**src/rtl/sdb_pkg.sv**
```systemverilog
/*
  Package for the sound DMA double-buffer channel: register offsets,
  field positions, reset values and the state encoding.
  Assumes a single 100 MHz clock domain and an AHB-Lite register port.
*/
package sdb_pkg;

  localparam logic [11:0] SDB_CURA_OFS = 12'h180;
  localparam logic [11:0] SDB_ENDA_OFS = 12'h184;
  localparam logic [11:0] SDB_CURB_OFS = 12'h188;
  localparam logic [11:0] SDB_ENDB_OFS = 12'h18c;
  localparam logic [11:0] SDB_CTRL_OFS = 12'h190;
  localparam logic [11:0] SDB_STAT_OFS = 12'h194;
  localparam logic [11:0] SDB_MASK_OFS = 12'h198;

  localparam int SDB_CTRL_EN_BIT = 0;
  localparam int SDB_END_LAST_BIT = 30;
  localparam int SDB_END_STOP_BIT = 31;
  localparam int SDB_PAGE_BITS = 12;
  localparam int SDB_ALIGN_BITS = 4;
  localparam int SDB_STAT_OVR_BIT = 2;
  localparam int SDB_STAT_INT_BIT = 1;
  localparam int SDB_STAT_AB_BIT = 0;

  localparam logic [7:0] SDB_UNIT_BYTES = 8'h10;
  localparam logic [2:0] SDB_WORDS_PER_UNIT = 3'h4;
  localparam logic [2:0] SDB_STATE_RST = 3'h6;
  localparam logic [31:0] SDB_PTR_RST = 32'h0000_0000;
  localparam logic [7:0] SDB_CTRL_RST = 8'h00;

  typedef enum logic [1:0] {
    SDB_FS_IDLE,
    SDB_FS_ADDR,
    SDB_FS_DATA
  } sdb_fetch_t;

endpackage : sdb_pkg

```
**src/rtl/sdb_ptr_if.sv**
```systemverilog
/*
  Interface carrying one pointer pair between the channel core and its
  pointer stores. Assumes the core owns write strobes and reads data back.
*/
interface sdb_ptr_if;
  logic wr_cur;
  logic wr_end;
  logic adv;
  logic [31:0] wdata;
  logic [31:0] cur;
  logic [31:0] end_ptr;
  logic at_end;

  modport core (output wr_cur, output wr_end, output adv, output wdata,
                input cur, input end_ptr, input at_end);
  modport store (input wr_cur, input wr_end, input adv, input wdata,
                 output cur, output end_ptr, output at_end);
endinterface : sdb_ptr_if

```
**src/rtl/sdb_channel.sv**
```systemverilog
/*
  Sound DMA channel with double-buffered pointer pairs, an AHB-Lite
  register slave and a request/grant port toward the bus controller.
  Assumes one clock, AHB-Lite single word transfers, and a memory side
  that returns the four words of a unit on mem_ack after mem_req.
*/
// Design decisions made here: register access over AHB-Lite and the register addresses.
module sdb_channel
  import sdb_pkg::*;
(
  input wire logic hclk,
  input wire logic hresetn,
  input wire logic hsel,
  input wire logic [31:0] haddr,
  input wire logic [1:0] htrans,
  input wire logic hwrite,
  input wire logic [2:0] hsize,
  input wire logic [31:0] hwdata,
  input wire logic hready,
  output logic hreadyout,
  output logic hresp,
  output logic [31:0] hrdata,
  input wire logic snd_req,
  input wire logic vid_req,
  input wire logic cur_req,
  input wire logic bus_cycle_done,
  output logic snd_grant,
  output logic mem_req,
  output logic [31:0] mem_addr,
  input wire logic mem_ack,
  output logic snd_irq
);

  sdb_ptr_if pa ();
  sdb_ptr_if pb ();

  sdb_ptr_pair u_pair_a (.hclk(hclk), .hresetn(hresetn), .p(pa));
  sdb_ptr_pair u_pair_b (.hclk(hclk), .hresetn(hresetn), .p(pb));

  // AHB-Lite address phase capture
  logic wr_pend_ff, nxt_wr_pend;
  logic rd_pend_ff, nxt_rd_pend;
  logic [11:0] addr_ff, nxt_addr;
  logic [31:0] rdata_ff, nxt_rdata;

  // Channel state
  logic ovr_ff, nxt_ovr;
  logic int_ff, nxt_int;
  logic ab_ff, nxt_ab;
  logic prog_a_ff, nxt_prog_a;
  logic prog_b_ff, nxt_prog_b;
  logic [7:0] ctrl_ff, nxt_ctrl;
  logic mask_ff, nxt_mask;
  logic grant_ff, nxt_grant;
  logic [31:0] maddr_ff, nxt_maddr;

  logic ahb_take, wr_ev, wr_cura, wr_enda, wr_curb, wr_endb;
  logic fetch_busy, fetch_done, fetch_start, enabled;
  logic act_at_end, act_stop, act_last;
  logic [31:0] act_cur, act_end;
  logic buf_done;

  assign ahb_take = hsel && hready && htrans[1];
  assign wr_ev = wr_pend_ff;
  assign wr_cura = wr_ev && (addr_ff == SDB_CURA_OFS);
  assign wr_enda = wr_ev && (addr_ff == SDB_ENDA_OFS);
  assign wr_curb = wr_ev && (addr_ff == SDB_CURB_OFS);
  assign wr_endb = wr_ev && (addr_ff == SDB_ENDB_OFS);

  assign pa.wr_cur = wr_cura;
  assign pa.wr_end = wr_enda;
  assign pa.wdata = hwdata;
  assign pb.wr_cur = wr_curb;
  assign pb.wr_end = wr_endb;
  assign pb.wdata = hwdata;

  assign enabled = ctrl_ff[SDB_CTRL_EN_BIT];
  assign act_cur = ab_ff ? pb.cur : pa.cur;
  assign act_end = ab_ff ? pb.end_ptr : pa.end_ptr;
  assign act_at_end = ab_ff ? pb.at_end : pa.at_end;
  assign act_stop = act_end[SDB_END_STOP_BIT];
  // Last bit ends the buffer after the current unit even when the compare does not match
  assign act_last = act_end[SDB_END_LAST_BIT];

  // The unit just fetched was the buffer's last when the pointer sat on end
  assign buf_done = fetch_done && (act_at_end || act_last);
  assign pa.adv = fetch_done && !ab_ff && !buf_done;
  assign pb.adv = fetch_done && ab_ff && !buf_done;

  // Halted while overrun is set or the active pair is not programmed
  assign fetch_start = enabled && !ovr_ff && (ab_ff ? prog_b_ff : prog_a_ff) &&
                       snd_req && !vid_req && !cur_req && bus_cycle_done &&
                       !fetch_busy && !grant_ff;

  sdb_fetch_ctl u_fetch (
    .hclk(hclk),
    .hresetn(hresetn),
    .start(fetch_start),
    .mem_ack(mem_ack),
    .busy(fetch_busy),
    .done(fetch_done)
  );

  always_comb begin
    nxt_wr_pend = ahb_take && hwrite;
    nxt_rd_pend = ahb_take && !hwrite;
    nxt_addr = ahb_take ? haddr[11:0] : addr_ff;
    nxt_rdata = rdata_ff;
    nxt_ctrl = ctrl_ff;
    nxt_mask = mask_ff;
    nxt_grant = fetch_start;
    nxt_maddr = fetch_start ? act_cur : maddr_ff;
    if (wr_ev && addr_ff == SDB_CTRL_OFS) begin
      nxt_ctrl = hwdata[7:0];
    end
    if (wr_ev && addr_ff == SDB_MASK_OFS) begin
      nxt_mask = hwdata[0];
    end
    if (ahb_take && !hwrite) begin
      if (haddr[11:0] == SDB_CURA_OFS) begin
        nxt_rdata = pa.cur;
      end else if (haddr[11:0] == SDB_ENDA_OFS) begin
        nxt_rdata = pa.end_ptr;
      end else if (haddr[11:0] == SDB_CURB_OFS) begin
        nxt_rdata = pb.cur;
      end else if (haddr[11:0] == SDB_ENDB_OFS) begin
        nxt_rdata = pb.end_ptr;
      end else if (haddr[11:0] == SDB_CTRL_OFS) begin
        nxt_rdata = {24'h0, ctrl_ff};
      end else if (haddr[11:0] == SDB_STAT_OFS) begin
        nxt_rdata = {29'h0, ovr_ff, int_ff, ab_ff};
      end else if (haddr[11:0] == SDB_MASK_OFS) begin
        nxt_rdata = {31'h0, mask_ff};
      end else begin
        nxt_rdata = 32'h0;
      end
    end
  end

  // State machine: moves only on buffer completion or end-pointer write
  always_comb begin
    nxt_ovr = ovr_ff;
    nxt_int = int_ff;
    nxt_ab = ab_ff;
    nxt_prog_a = prog_a_ff;
    nxt_prog_b = prog_b_ff;
    if (buf_done) begin
      nxt_int = 1'b1;
      if (ab_ff) begin
        nxt_prog_b = 1'b0;
      end else begin
        nxt_prog_a = 1'b0;
      end
      if (act_stop) begin
        // Back to idle: nothing left programmed to run
        nxt_prog_a = 1'b0;
        nxt_prog_b = 1'b0;
      end else if (ab_ff ? prog_a_ff : prog_b_ff) begin
        nxt_ab = !ab_ff;
      end else begin
        nxt_ab = !ab_ff;
        nxt_ovr = 1'b1;
      end
    end
    // Writes are applied after the completion: a same-cycle write wins for the programmed flags; ab_ff and the interrupt flag keep the completion's value
    if (wr_enda) begin
      nxt_prog_a = 1'b1;
      if (!ab_ff || ovr_ff) begin
        nxt_int = 1'b0;
        nxt_ovr = 1'b0;
        if (ovr_ff) begin
          nxt_ab = 1'b0;
        end
      end
    end
    if (wr_endb) begin
      nxt_prog_b = 1'b1;
      if (ab_ff || ovr_ff) begin
        nxt_int = 1'b0;
        nxt_ovr = 1'b0;
        if (ovr_ff) begin
          nxt_ab = 1'b1;
        end
      end
    end
    if (buf_done && (wr_enda || wr_endb)) begin
      // A completion in the same cycle still reports its event
      nxt_int = 1'b1;
    end
  end

  always_ff @(posedge hclk or negedge hresetn) begin
    if (!hresetn) begin
      wr_pend_ff <= 1'b0;
      rd_pend_ff <= 1'b0;
      addr_ff <= 12'h000;
      rdata_ff <= 32'h0000_0000;
      ovr_ff <= SDB_STATE_RST[SDB_STAT_OVR_BIT];
      int_ff <= SDB_STATE_RST[SDB_STAT_INT_BIT];
      ab_ff <= SDB_STATE_RST[SDB_STAT_AB_BIT];
      prog_a_ff <= 1'b0;
      prog_b_ff <= 1'b0;
      ctrl_ff <= SDB_CTRL_RST;
      mask_ff <= 1'b0;
      grant_ff <= 1'b0;
      maddr_ff <= SDB_PTR_RST;
    end else begin
      wr_pend_ff <= nxt_wr_pend;
      rd_pend_ff <= nxt_rd_pend;
      addr_ff <= nxt_addr;
      rdata_ff <= nxt_rdata;
      ovr_ff <= nxt_ovr;
      int_ff <= nxt_int;
      ab_ff <= nxt_ab;
      prog_a_ff <= nxt_prog_a;
      prog_b_ff <= nxt_prog_b;
      ctrl_ff <= nxt_ctrl;
      mask_ff <= nxt_mask;
      grant_ff <= nxt_grant;
      maddr_ff <= nxt_maddr;
    end
  end

  // Zero wait states: every access completes in its data phase
  assign hreadyout = 1'b1;
  assign hresp = 1'b0;
  assign hrdata = rdata_ff;
  assign snd_grant = grant_ff;
  assign mem_req = fetch_busy;
  assign mem_addr = maddr_ff;
  assign snd_irq = int_ff && mask_ff;

endmodule : sdb_channel

```
**src/rtl/sdb_fetch_ctl.sv**
```systemverilog
/*
  Fetch sequencer: takes a grant and counts the four words of one unit.
  Assumes the memory side returns one word per mem_ack pulse.
*/
module sdb_fetch_ctl
  import sdb_pkg::*;
(
  input wire logic hclk,
  input wire logic hresetn,
  input wire logic start,
  input wire logic mem_ack,
  output logic busy,
  output logic done
);

  sdb_fetch_t st_ff, nxt_st;
  logic [2:0] cnt_ff, nxt_cnt;

  always_comb begin
    nxt_st = st_ff;
    nxt_cnt = cnt_ff;
    done = 1'b0;
    case (st_ff)
      SDB_FS_IDLE: begin
        if (start) begin
          nxt_st = SDB_FS_DATA;
          nxt_cnt = 3'h0;
        end
      end
      SDB_FS_DATA: begin
        if (mem_ack) begin
          nxt_cnt = cnt_ff + 3'h1;
          if (cnt_ff == SDB_WORDS_PER_UNIT - 3'h1) begin
            nxt_st = SDB_FS_IDLE;
            done = 1'b1;
          end
        end
      end
      default: nxt_st = SDB_FS_IDLE;
    endcase
  end

  always_ff @(posedge hclk or negedge hresetn) begin
    if (!hresetn) begin
      st_ff <= SDB_FS_IDLE;
      cnt_ff <= 3'h0;
    end else begin
      st_ff <= nxt_st;
      cnt_ff <= nxt_cnt;
    end
  end

  assign busy = (st_ff != SDB_FS_IDLE);

endmodule : sdb_fetch_ctl

```
**src/rtl/sdb_ptr_pair.sv**
```systemverilog
/*
  One current/end pointer pair. Advances the current pointer by one
  four-word unit inside a 4 KB page. Assumes strobes are one-cycle pulses.
*/
module sdb_ptr_pair
  import sdb_pkg::*;
(
  input wire logic hclk,
  input wire logic hresetn,
  sdb_ptr_if.store p
);

  logic [31:0] cur_ff, nxt_cur;
  logic [31:0] end_ff, nxt_end;

  always_comb begin
    nxt_cur = cur_ff;
    nxt_end = end_ff;
    if (p.wr_cur) begin
      nxt_cur = {p.wdata[31:SDB_ALIGN_BITS], 4'h0};
    end else if (p.adv) begin
      // Carry stops at the page boundary on purpose
      nxt_cur[SDB_PAGE_BITS-1:0] = cur_ff[SDB_PAGE_BITS-1:0] + {4'h0, SDB_UNIT_BYTES};
    end
    if (p.wr_end) begin
      nxt_end = {p.wdata[31:SDB_ALIGN_BITS], 4'h0};
    end
  end

  always_ff @(posedge hclk or negedge hresetn) begin
    if (!hresetn) begin
      cur_ff <= SDB_PTR_RST;
      end_ff <= SDB_PTR_RST;
    end else begin
      cur_ff <= nxt_cur;
      end_ff <= nxt_end;
    end
  end

  assign p.cur = cur_ff;
  assign p.end_ptr = end_ff;
  // Only the low page bits take part in the end test
  assign p.at_end = (cur_ff[SDB_PAGE_BITS-1:SDB_ALIGN_BITS] ==
                     end_ff[SDB_PAGE_BITS-1:SDB_ALIGN_BITS]);

endmodule : sdb_ptr_pair

```
**config.mk**
```make
export PLATFORM = sky130hd
export DESIGN_NAME = sdb_channel
export DESIGN_NICKNAME = d
export VERILOG_FILES = /design/src/rtl/sdb_pkg.sv /design/src/rtl/sdb_ptr_if.sv /design/src/rtl/sdb_channel.sv /design/src/rtl/sdb_fetch_ctl.sv /design/src/rtl/sdb_ptr_pair.sv
export SDC_FILE = /design/constraint.sdc
export NUM_CORES = 1
export LEC_CHECK = 0
export ABC_CLOCK_PERIOD_IN_PS = 2200
export BUFFER_PORTS_ARGS = -buffer_cell sky130_fd_sc_hd__buf_2
export CAP_MARGIN = 20
export CORE_ASPECT_RATIO = 1.5
export CORE_MARGIN = 4
export CORE_UTILIZATION = 57
export DETAILED_ROUTE_END_ITERATION = 10
export GPL_TIMING_DRIVEN = 0
export PLACE_DENSITY = 0.8
export SKIP_LAST_GASP = 1
export SLEW_MARGIN = 10
export SYNTH_ARGS = -nofsm -noshare
export SYNTH_HDL_FRONTEND = slang
export SYNTH_SLANG_ARGS = --single-unit
```
**constraint.sdc**
```tcl
create_clock -name hclk -period 2.2 [get_ports hclk]
set_input_delay 0.66 -clock hclk [delete_from_list [all_inputs] [get_ports hclk]]
set_output_delay 0.66 -clock hclk [all_outputs]
set_load 0.01 [all_outputs]
```
==> out/qor.yml, run 1 <==
hold_path:
  worstHoldPathType: "primary input to async pin"
clock_tree:
  cts_tree: "done"
  clkLatencyLatePin_ns: 0.49
  clk_pin_slew_ns: 0.06
  numCtsBuffers: 20
  clockBufferDepth: 3
  clkSinkCount: 204
  root_buffer: "clkbuf_16"
  cts_max_level: 1
synth:
  ys_warn_count: 0
  synthSimpleGateAreaFrac_pct: 8.037
  netlist_area_um2: 9294
  ys.flop_type: "dfrtp_1"
  synth_xor_area_share_pct: 2.827
  ys_seq_elements: 204
  synth_fa_ha_area_share_pct: 0.5385
  ys_types: 51
  synth-edff-count: 0
  synthMuxAreaShare_pct: 23.55
  synth_compound_area_share_pct: 7.068
  syn_inst: 730
  synthArstFlopShare_pct: 100.0
  synth_top_family_by_area: "multiplexers"
  ys_seq_area_share_pct: 54.95
  syn_avg_cell_area_um2: 12.73
floorplanning:
  fp-row-count: 56
  dieArea_um2: 18450
  chipWidth_um: 112.3
  core_um2: 15840
  dieHeight_um: 164.4
  start_util_pct: 58.69
  ios: 148
final_layout:
  drive_gt1_share_pct: 36.97
  seq_area_um2: 5107
  syn2layout_area_growth_pct: 18.13
  final_util_pct: 69.33
  nNetsFinal: 963
  fin_cells: 1093
  fillers: 1162
  multi_input_area_um2: 3996
  antenna-diode-count: 0
sta:
  final_max_slew_viol_count: 0
  worst_slack_ns: 0.01191
  hold_ws_ns: 0.1573
  tightest_slew_ns: 0.9246
  hold_viol_final: 0
  fmax_mhz: 457.0
  slew_headroom_pct: 38.36
  fin_setup_tns_ns: 0
  fin_crit_ns: 2.188
  rsz0062_at_grt: "yes"
  clock-skew-final_ns: 0.007297
  setup_violations: 0
  period_share_pct: 99.46
route:
  viasPerCell: 5.941
  drt_wl_total_um: 23490
  vias: 6493
  drt_iter0_drc: 418
  drtAntennaViolNets: 0
  drt_pass1_iterations: 5
  wl_per_cell_um: 21.49
  route.detailed.drc: 0
global_routing:
  antenna_found_initial: 1
  grt_pass1_wl_um: 36730
  grt_max_degree: 116
  track_usage_pct: 25.37
  grt.overflow.total: 0
  grt_pass1_vias: 6892
setup_path:
  endpoint_kind: "flip-flop"
  start_kind: "flip-flop"
  critPathMaxFanout: 10
  crit_required_ns: 2.57
  crit_type: "flip-flop to flip-flop"
  cp.arrival_ns: 2.55
placed_design:
  hpwl_um: 16340
  placed_cells: 1054
  portBuffers: 116
  gp_congestion: 0.9043
  place_ws_ns: -0.6102
pwr:
  power.leakage_nw: 5.063
  vdd_drop_max_uv: 664.5
  power.density_nw_per_um2: 710.8
run:
  cap_violations: 0
status:
  status: "complete, no violations"
## worst paths after layout
path / end / startpoint / slack [ns] / cells after the start
setup / recovery: u_pair_a.p.end_ptr[13] / addr_ff[11] / 0.01 / 6
hold / removal: addr_ff[7] / hresetn / 0.16 / 1
setup reg to reg: u_pair_a.p.end_ptr[13] / addr_ff[11] / 0.01 / 6
hold reg to reg: mem_addr[4] / mem_addr[4] / 0.47 / 2
max in group asynchronous: u_pair_a.p.end_ptr[13] / hresetn / 1.07 / 2
min in group hclk: ctrl_ff[2] / hwdata[2] / 0.41 / 2
## sequential cells by signal, summed over array words and instances (netlist names), 3 cells and up
register	flops
u_pair_b.p.end_ptr	28
ctrl_ff	8
u_pair_b.p.cur	28
u_fetch.cnt_ff	3
u_pair_a.p.cur	28
hrdata	32
u_pair_a.p.end_ptr	28
addr_ff	12
mem_addr	28
## synth_stat cells, types with 6 or more instances
| cell | count | area share [%] |
|---|---|---|
| a21oi_1 | 21 | 1.1 |
| a22o_1 | 24 | 2.3 |
| buf_1 | 6 | 0.24 |
| buf_2 | 8 | 0.43 |
| buf_4 | 10 | 0.81 |
| clkbuf_1 | 23 | 0.93 |
| dfrtp_1 | 202 | 54 |
| inv_1 | 9 | 0.36 |
| mux2_1 | 9 | 1.1 |
| mux2_2 | 108 | 13 |
| mux2i_1 | 33 | 3.6 |
| mux4_2 | 24 | 5.8 |
| nand2_1 | 54 | 2.2 |
| nand3_1 | 15 | 0.81 |
| nor2_1 | 32 | 1.3 |
| nor2b_1 | 8 | 0.54 |
| nor3_1 | 9 | 0.48 |
| o21ai_0 | 45 | 2.4 |
| xnor2_1 | 29 | 2.7 |
## power by group
part / internal, W / switching (W) / leakage (nW) / total, W
clock network: 0.00187 / 0.00135 / 0.299 / 0.00322
logic: 0.000284 / 0.000296 / 2.17 / 0.000580
registers: 0.00389 / 0.000113 / 2.60 / 0.00400
## stage by stage
step | power (W) | area [um2]
floorplan | 0.004356 | 9309
global placement | 0.004590 | 10140
detailed placement | 0.004622 | 10180
CTS | 0.007842 | 10860
global route | 0.008082 | 10980
finish | 0.007804 | 10980
## cells by family after synthesis
logic type | count (synthesis)
AOI/OAI and AO/OA | 105
xor gates and xnor gates | 30
adders and majority gates | 4
buffers and inverters | 58
DFF | 204
muxes | 174
other | 2
and+or+nand+nor | 153
## critical path: stages, from the launching register on
cell	delay [ns]
dfrtp_1	0.38
nor4bb_2	0.31
nand4b_1	0.21
nor3b_2	0.34
nor2b_4	0.27
buf_6	0.20
mux2_2	0.35
## per-layer routing
layer	vias to the layer above	wire length (um)	GRT usage, %
met5	-	12	0
li1	2914	-	-
met4	2	722	9.021
met3	49	1267	3.739
met1	3314	8760	29.97
met2	214	12730	46.99
## area by class of cell
class	instances	share of cell area, %
Clock buffer	31	5.493
Clock inverter	1	0.04558
Buffer	49	2.553
Multi-Input combinational cell	472	36.40
Inverter	9	0.3077
Sequential cell	204	46.52
Tap cell	203	2.313
Timing Repair Buffer	124	6.370
## repair_timing
item | CTS | global route
hold buffers | 0 | 0
pin swaps | 2 | 4
setup buffers | 2 | 3
gates resized for setup | 17 | 16
cloned | 0 | 1
setup endpoints to repair | 97 | 117
hold endpoints to repair | 0 | 0
## layout by cell type (no fill, tap or decap), types with 5 or more instances in the layout
cell type and count:
nor2_1 32, conb_1 6, nand2_1 54, mux2i_1 33, mux2_2 108, mux2_4 9, nor2b_1 7, inv_1 9
nand3_1 15, buf_1 6, nor3_1 8, a21oi_1 21, a22o_1 24, buf_2 123, xnor2_1 29, clkbuf_2 5
dfrtp_1 202, mux4_2 24, clkbuf_1 23, clkbuf_16 22, buf_4 11, o21ai_0 45
No activity file was read; power rests on OpenSTA's default activity.
==> run 2: changes to the inputs <==
--- a/config.mk
+++ b/config.mk
@@ -10,12 +10,13 @@
 export CAP_MARGIN = 20
 export CORE_ASPECT_RATIO = 1.5
 export CORE_MARGIN = 4
-export CORE_UTILIZATION = 57
+export CORE_UTILIZATION = 58
 export DETAILED_ROUTE_END_ITERATION = 10
 export GPL_TIMING_DRIVEN = 0
-export PLACE_DENSITY = 0.8
+export PLACE_DENSITY = 0.81
 export SKIP_LAST_GASP = 1
 export SLEW_MARGIN = 10
 export SYNTH_ARGS = -nofsm -noshare
 export SYNTH_HDL_FRONTEND = slang
+export SYNTH_HIERARCHICAL = 1
 export SYNTH_SLANG_ARGS = --single-unit
==> run 2 against run 1 <==
  * The flow now finishes with violations (negative setup slack)
  * First-iteration DRC count increased by 61%
  * Die area increased by 7.0%
  * Sequential cell count increased by 4
  * Cell count increased by 16%
==> out/qor.yml, run 2 <==
placed_design:
  portBuffers: 120
  hpwl_um: 18800
  gp_congestion: 0.8623
  dpl_cell_area_um2: 11160
  placed_cells: 1204
synth:
  synth_compound_area_share_pct: 7.645
  ys_seq_area_share_pct: 51.24
  yosysTopAreaCellShare_pct: 50.72
  synth_xor_area_share_pct: 2.241
  netlist_area_um2: 10160
  synth.area.top_cells: "dfrtp_1 51%, mux2_2 13%, mux4_2 4.2%"
  synth_top_family_by_area: "multiplexers"
  synth_fa_ha_area_share_pct: 0.4924
  syn_avg_cell_area_um2: 11.89
  synthMuxAreaShare_pct: 21.35
  ys_types: 64
  syn_inst: 855
  ys_seq_elements: 208
  synth-edff-count: 0
  synthArstFlopShare_pct: 100.0
  ys_warn_count: 6
  ys.flop_type: "dfrtp_1"
  synth.most_common_cell: "dfrtp_1"
  synthSimpleGateAreaFrac_pct: 12.48
  yosys.area.top_type: "dfrtp_1"
  synthTopCellsByCount: "206 x dfrtp_1, 118 x mux2_2, 66 x nand2_1, 62 x o21ai_0, 43 x nor2_1"
final_layout:
  fillers: 1201
  syn2layout_area_growth_pct: 21.30
  final_cell_mix: "196 x dfrtp_1, 129 x buf_2, 112 x mux2_2"
  antenna-diode-count: 0
  nNetsFinal: 1123
  finalInstanceArea_um2: 12330
  fin_cells: 1266
  final_common_cell: "dfrtp_1"
  drive_gt1_share_pct: 39.32
sta:
  worst_slack_ns: -0.06110
  final_max_slew_viol_count: 0
  clock-skew-final_ns: 0.01166
  fmax_mhz: 442.3
  fin_crit_ns: 2.261
  period_share_pct: 102.8
  rsz0062_at_grt: "yes"
  slew_headroom_pct: 34.69
  tightest_slew_ns: 0.9796
  setup_violations: 26
  hold_viol_final: 0
clock_tree:
  numCtsBuffers: 20
  clkLatencyLatePin_ns: 0.51
  cts_max_level: 1
  clockBufferDepth: 3
  clk_pin_slew_ns: 0.06
  cts_tree: "done"
  clkSinkCount: 208
  root_buffer: "clkbuf_16"
global_routing:
  grt_pass1_wl_um: 42430
  grtUsageMet2_pct: 48.11
  track_usage_pct: 27.80
  grt_max_degree: 96
  grt_pass1_vias: 7939
  antenna_found_initial: 0
  use_met1_pct: 34.10
  grt.overflow.total: 0
  grt-busiest-layer: "met2"
  grt.met3_usage_pct: 4.482
setup_path:
  critPathMaxFanout: 10
  start_kind: "flip-flop"
  endpoint_kind: "flip-flop"
  crit_type: "flip-flop to flip-flop"
  cp.arrival_ns: 2.65
  crit_required_ns: 2.59
pwr:
  vdd_drop_max_uv: 760.6
  p_int_w: 0.006490
  swShare_pct: 26.77
  seq_power_share_pct: 47.4
  p_switching_w: 0.002372
  combPwrFrac_pct: 14.6
  clock_power_share_pct: 38.0
  power.density_nw_per_um2: 718.9
  p_total_w: 0.008863
  power.leakage_nw: 5.993
route:
  route.detailed.drc: 0
  wl_per_cell_um: 22.26
  drt_pass1_iterations: 5
  drt_wl_total_um: 28190
  drtAntennaViolNets: 0
  drt_iter0_drc: 673
  vias: 7745
  viasPerCell: 6.118
floorplanning:
  chipWidth_um: 116.1
  dieHeight_um: 170.1
  ios: 148
  dieArea_um2: 19750
  fp-row-count: 59
  start_util_pct: 58.84
  core_um2: 17270
status:
  violations: "negative setup slack"
  status: "finished with violations"
hold_path:
  worstHoldPathType: "primary input to async pin"
run:
  cap_violations: 0
==> run 2: cell count changes in the layout (fill, tap and decap cells not counted), sizes merged, moves of 11 or more <==
cell   previous run  this run
nand2            55        67
o21ai            45        62
buf             149       205
or3               1        19
nor2b             8        19
conb              6        18
==> run 2: final timing paths <==
path,startpoint,depth (start not counted),to,slack (ns)
setup / recovery,addr_ff[1],7,u_pair_a/p.end_ptr[30],-0.06
hold / removal,hresetn,1,hrdata[26],0.04
setup reg to reg,addr_ff[1],7,u_pair_a/p.end_ptr[30],-0.06
hold reg to reg,hrdata[26],2,hrdata[26],0.47
max in group asynchronous,hresetn,3,mem_addr[10],1.03
min in group hclk,hwdata[1],2,ctrl_ff[1],0.39
==> run 2: final cells by class <==
type                            instances  area, um2  share of cell area, %
Sequential cell                       208       5220                  42.34
Multi-Input combinational cell        583       4735                  38.40
Timing Repair Buffer                  150      883.3                  7.165
Buffer                                 71      568.0                  4.608
Clock buffer                           29      564.3                  4.577
Tap cell                              213      266.5                  2.162
Clock inverter                          6      68.82                 0.5582
Inverter                                6      22.52                 0.1827
==> run 2: routing by layer <==
metal	wire length, um	part of all wire [%]	up-vias
met3	1678	6.0	92
met4	1315	4.7	0
met5	0	0	-
met2	14500	51	346
li1	-	-	3433
met1	10690	38	3874
==> run 2: power by group through the flow <==
stage	registers [W]	clock network, W	logic (W)
4_1_cts	0.00419	0.00340	0.00124
3_5_place_dp	0.00422	0	0.00122
5_1_grt	0.00422	0.00358	0.00138
3_3_place_gp	0.00421	0	0.00118
2_1_floorplan	0.00421	0	0.000742
6_report	0.00420	0.00337	0.00129
==> run 2: kinds of logic after synthesis <==
family                   count (synthesis)
buffers and inverters                   78
adder cells (fa/ha/maj)                  4
AND/OR/NAND/NOR                        233
other                                    4
AO/OA/AOI/OAI                          124
flip-flops                             208
multiplexers                           178
XOR/XNOR                                26
==> run 2: what timing repair did <==
action	CTS	global route
buffers inserted	7	21
setup endpoints to repair	136	102
pin swaps	3	9
hold buffers	0	0
gates resized for setup	45	46
hold endpoints to repair	0	0
==> run 2: critical path, cell delays in order, from the launching register on <==
cell and delay (ns):
dfrtp_1 0.41, nor4b_4 0.37, nand3_4 0.18, or3b_4 0.43, nor2_4 0.09, buf_6 0.16, buf_12 0.15, mux2_2 0.35
==> run 2: per-stage QoR <==
step                      setup TNS [ns]  hold WS, ns  worst slack (ns)  util (%)
final                             -1.017      0.03745          -0.06110     71.37
after global routing              -2.515      0.05476           -0.1116     71.37
after CTS                        -0.5516      0.04550          -0.03738     69.59
after detailed placement          -50.68       0.4615           -0.6470     64.58
after global placement           -668.42       0.4572            -3.016     64.20
after floorplan                        0       0.3644           0.01389         -
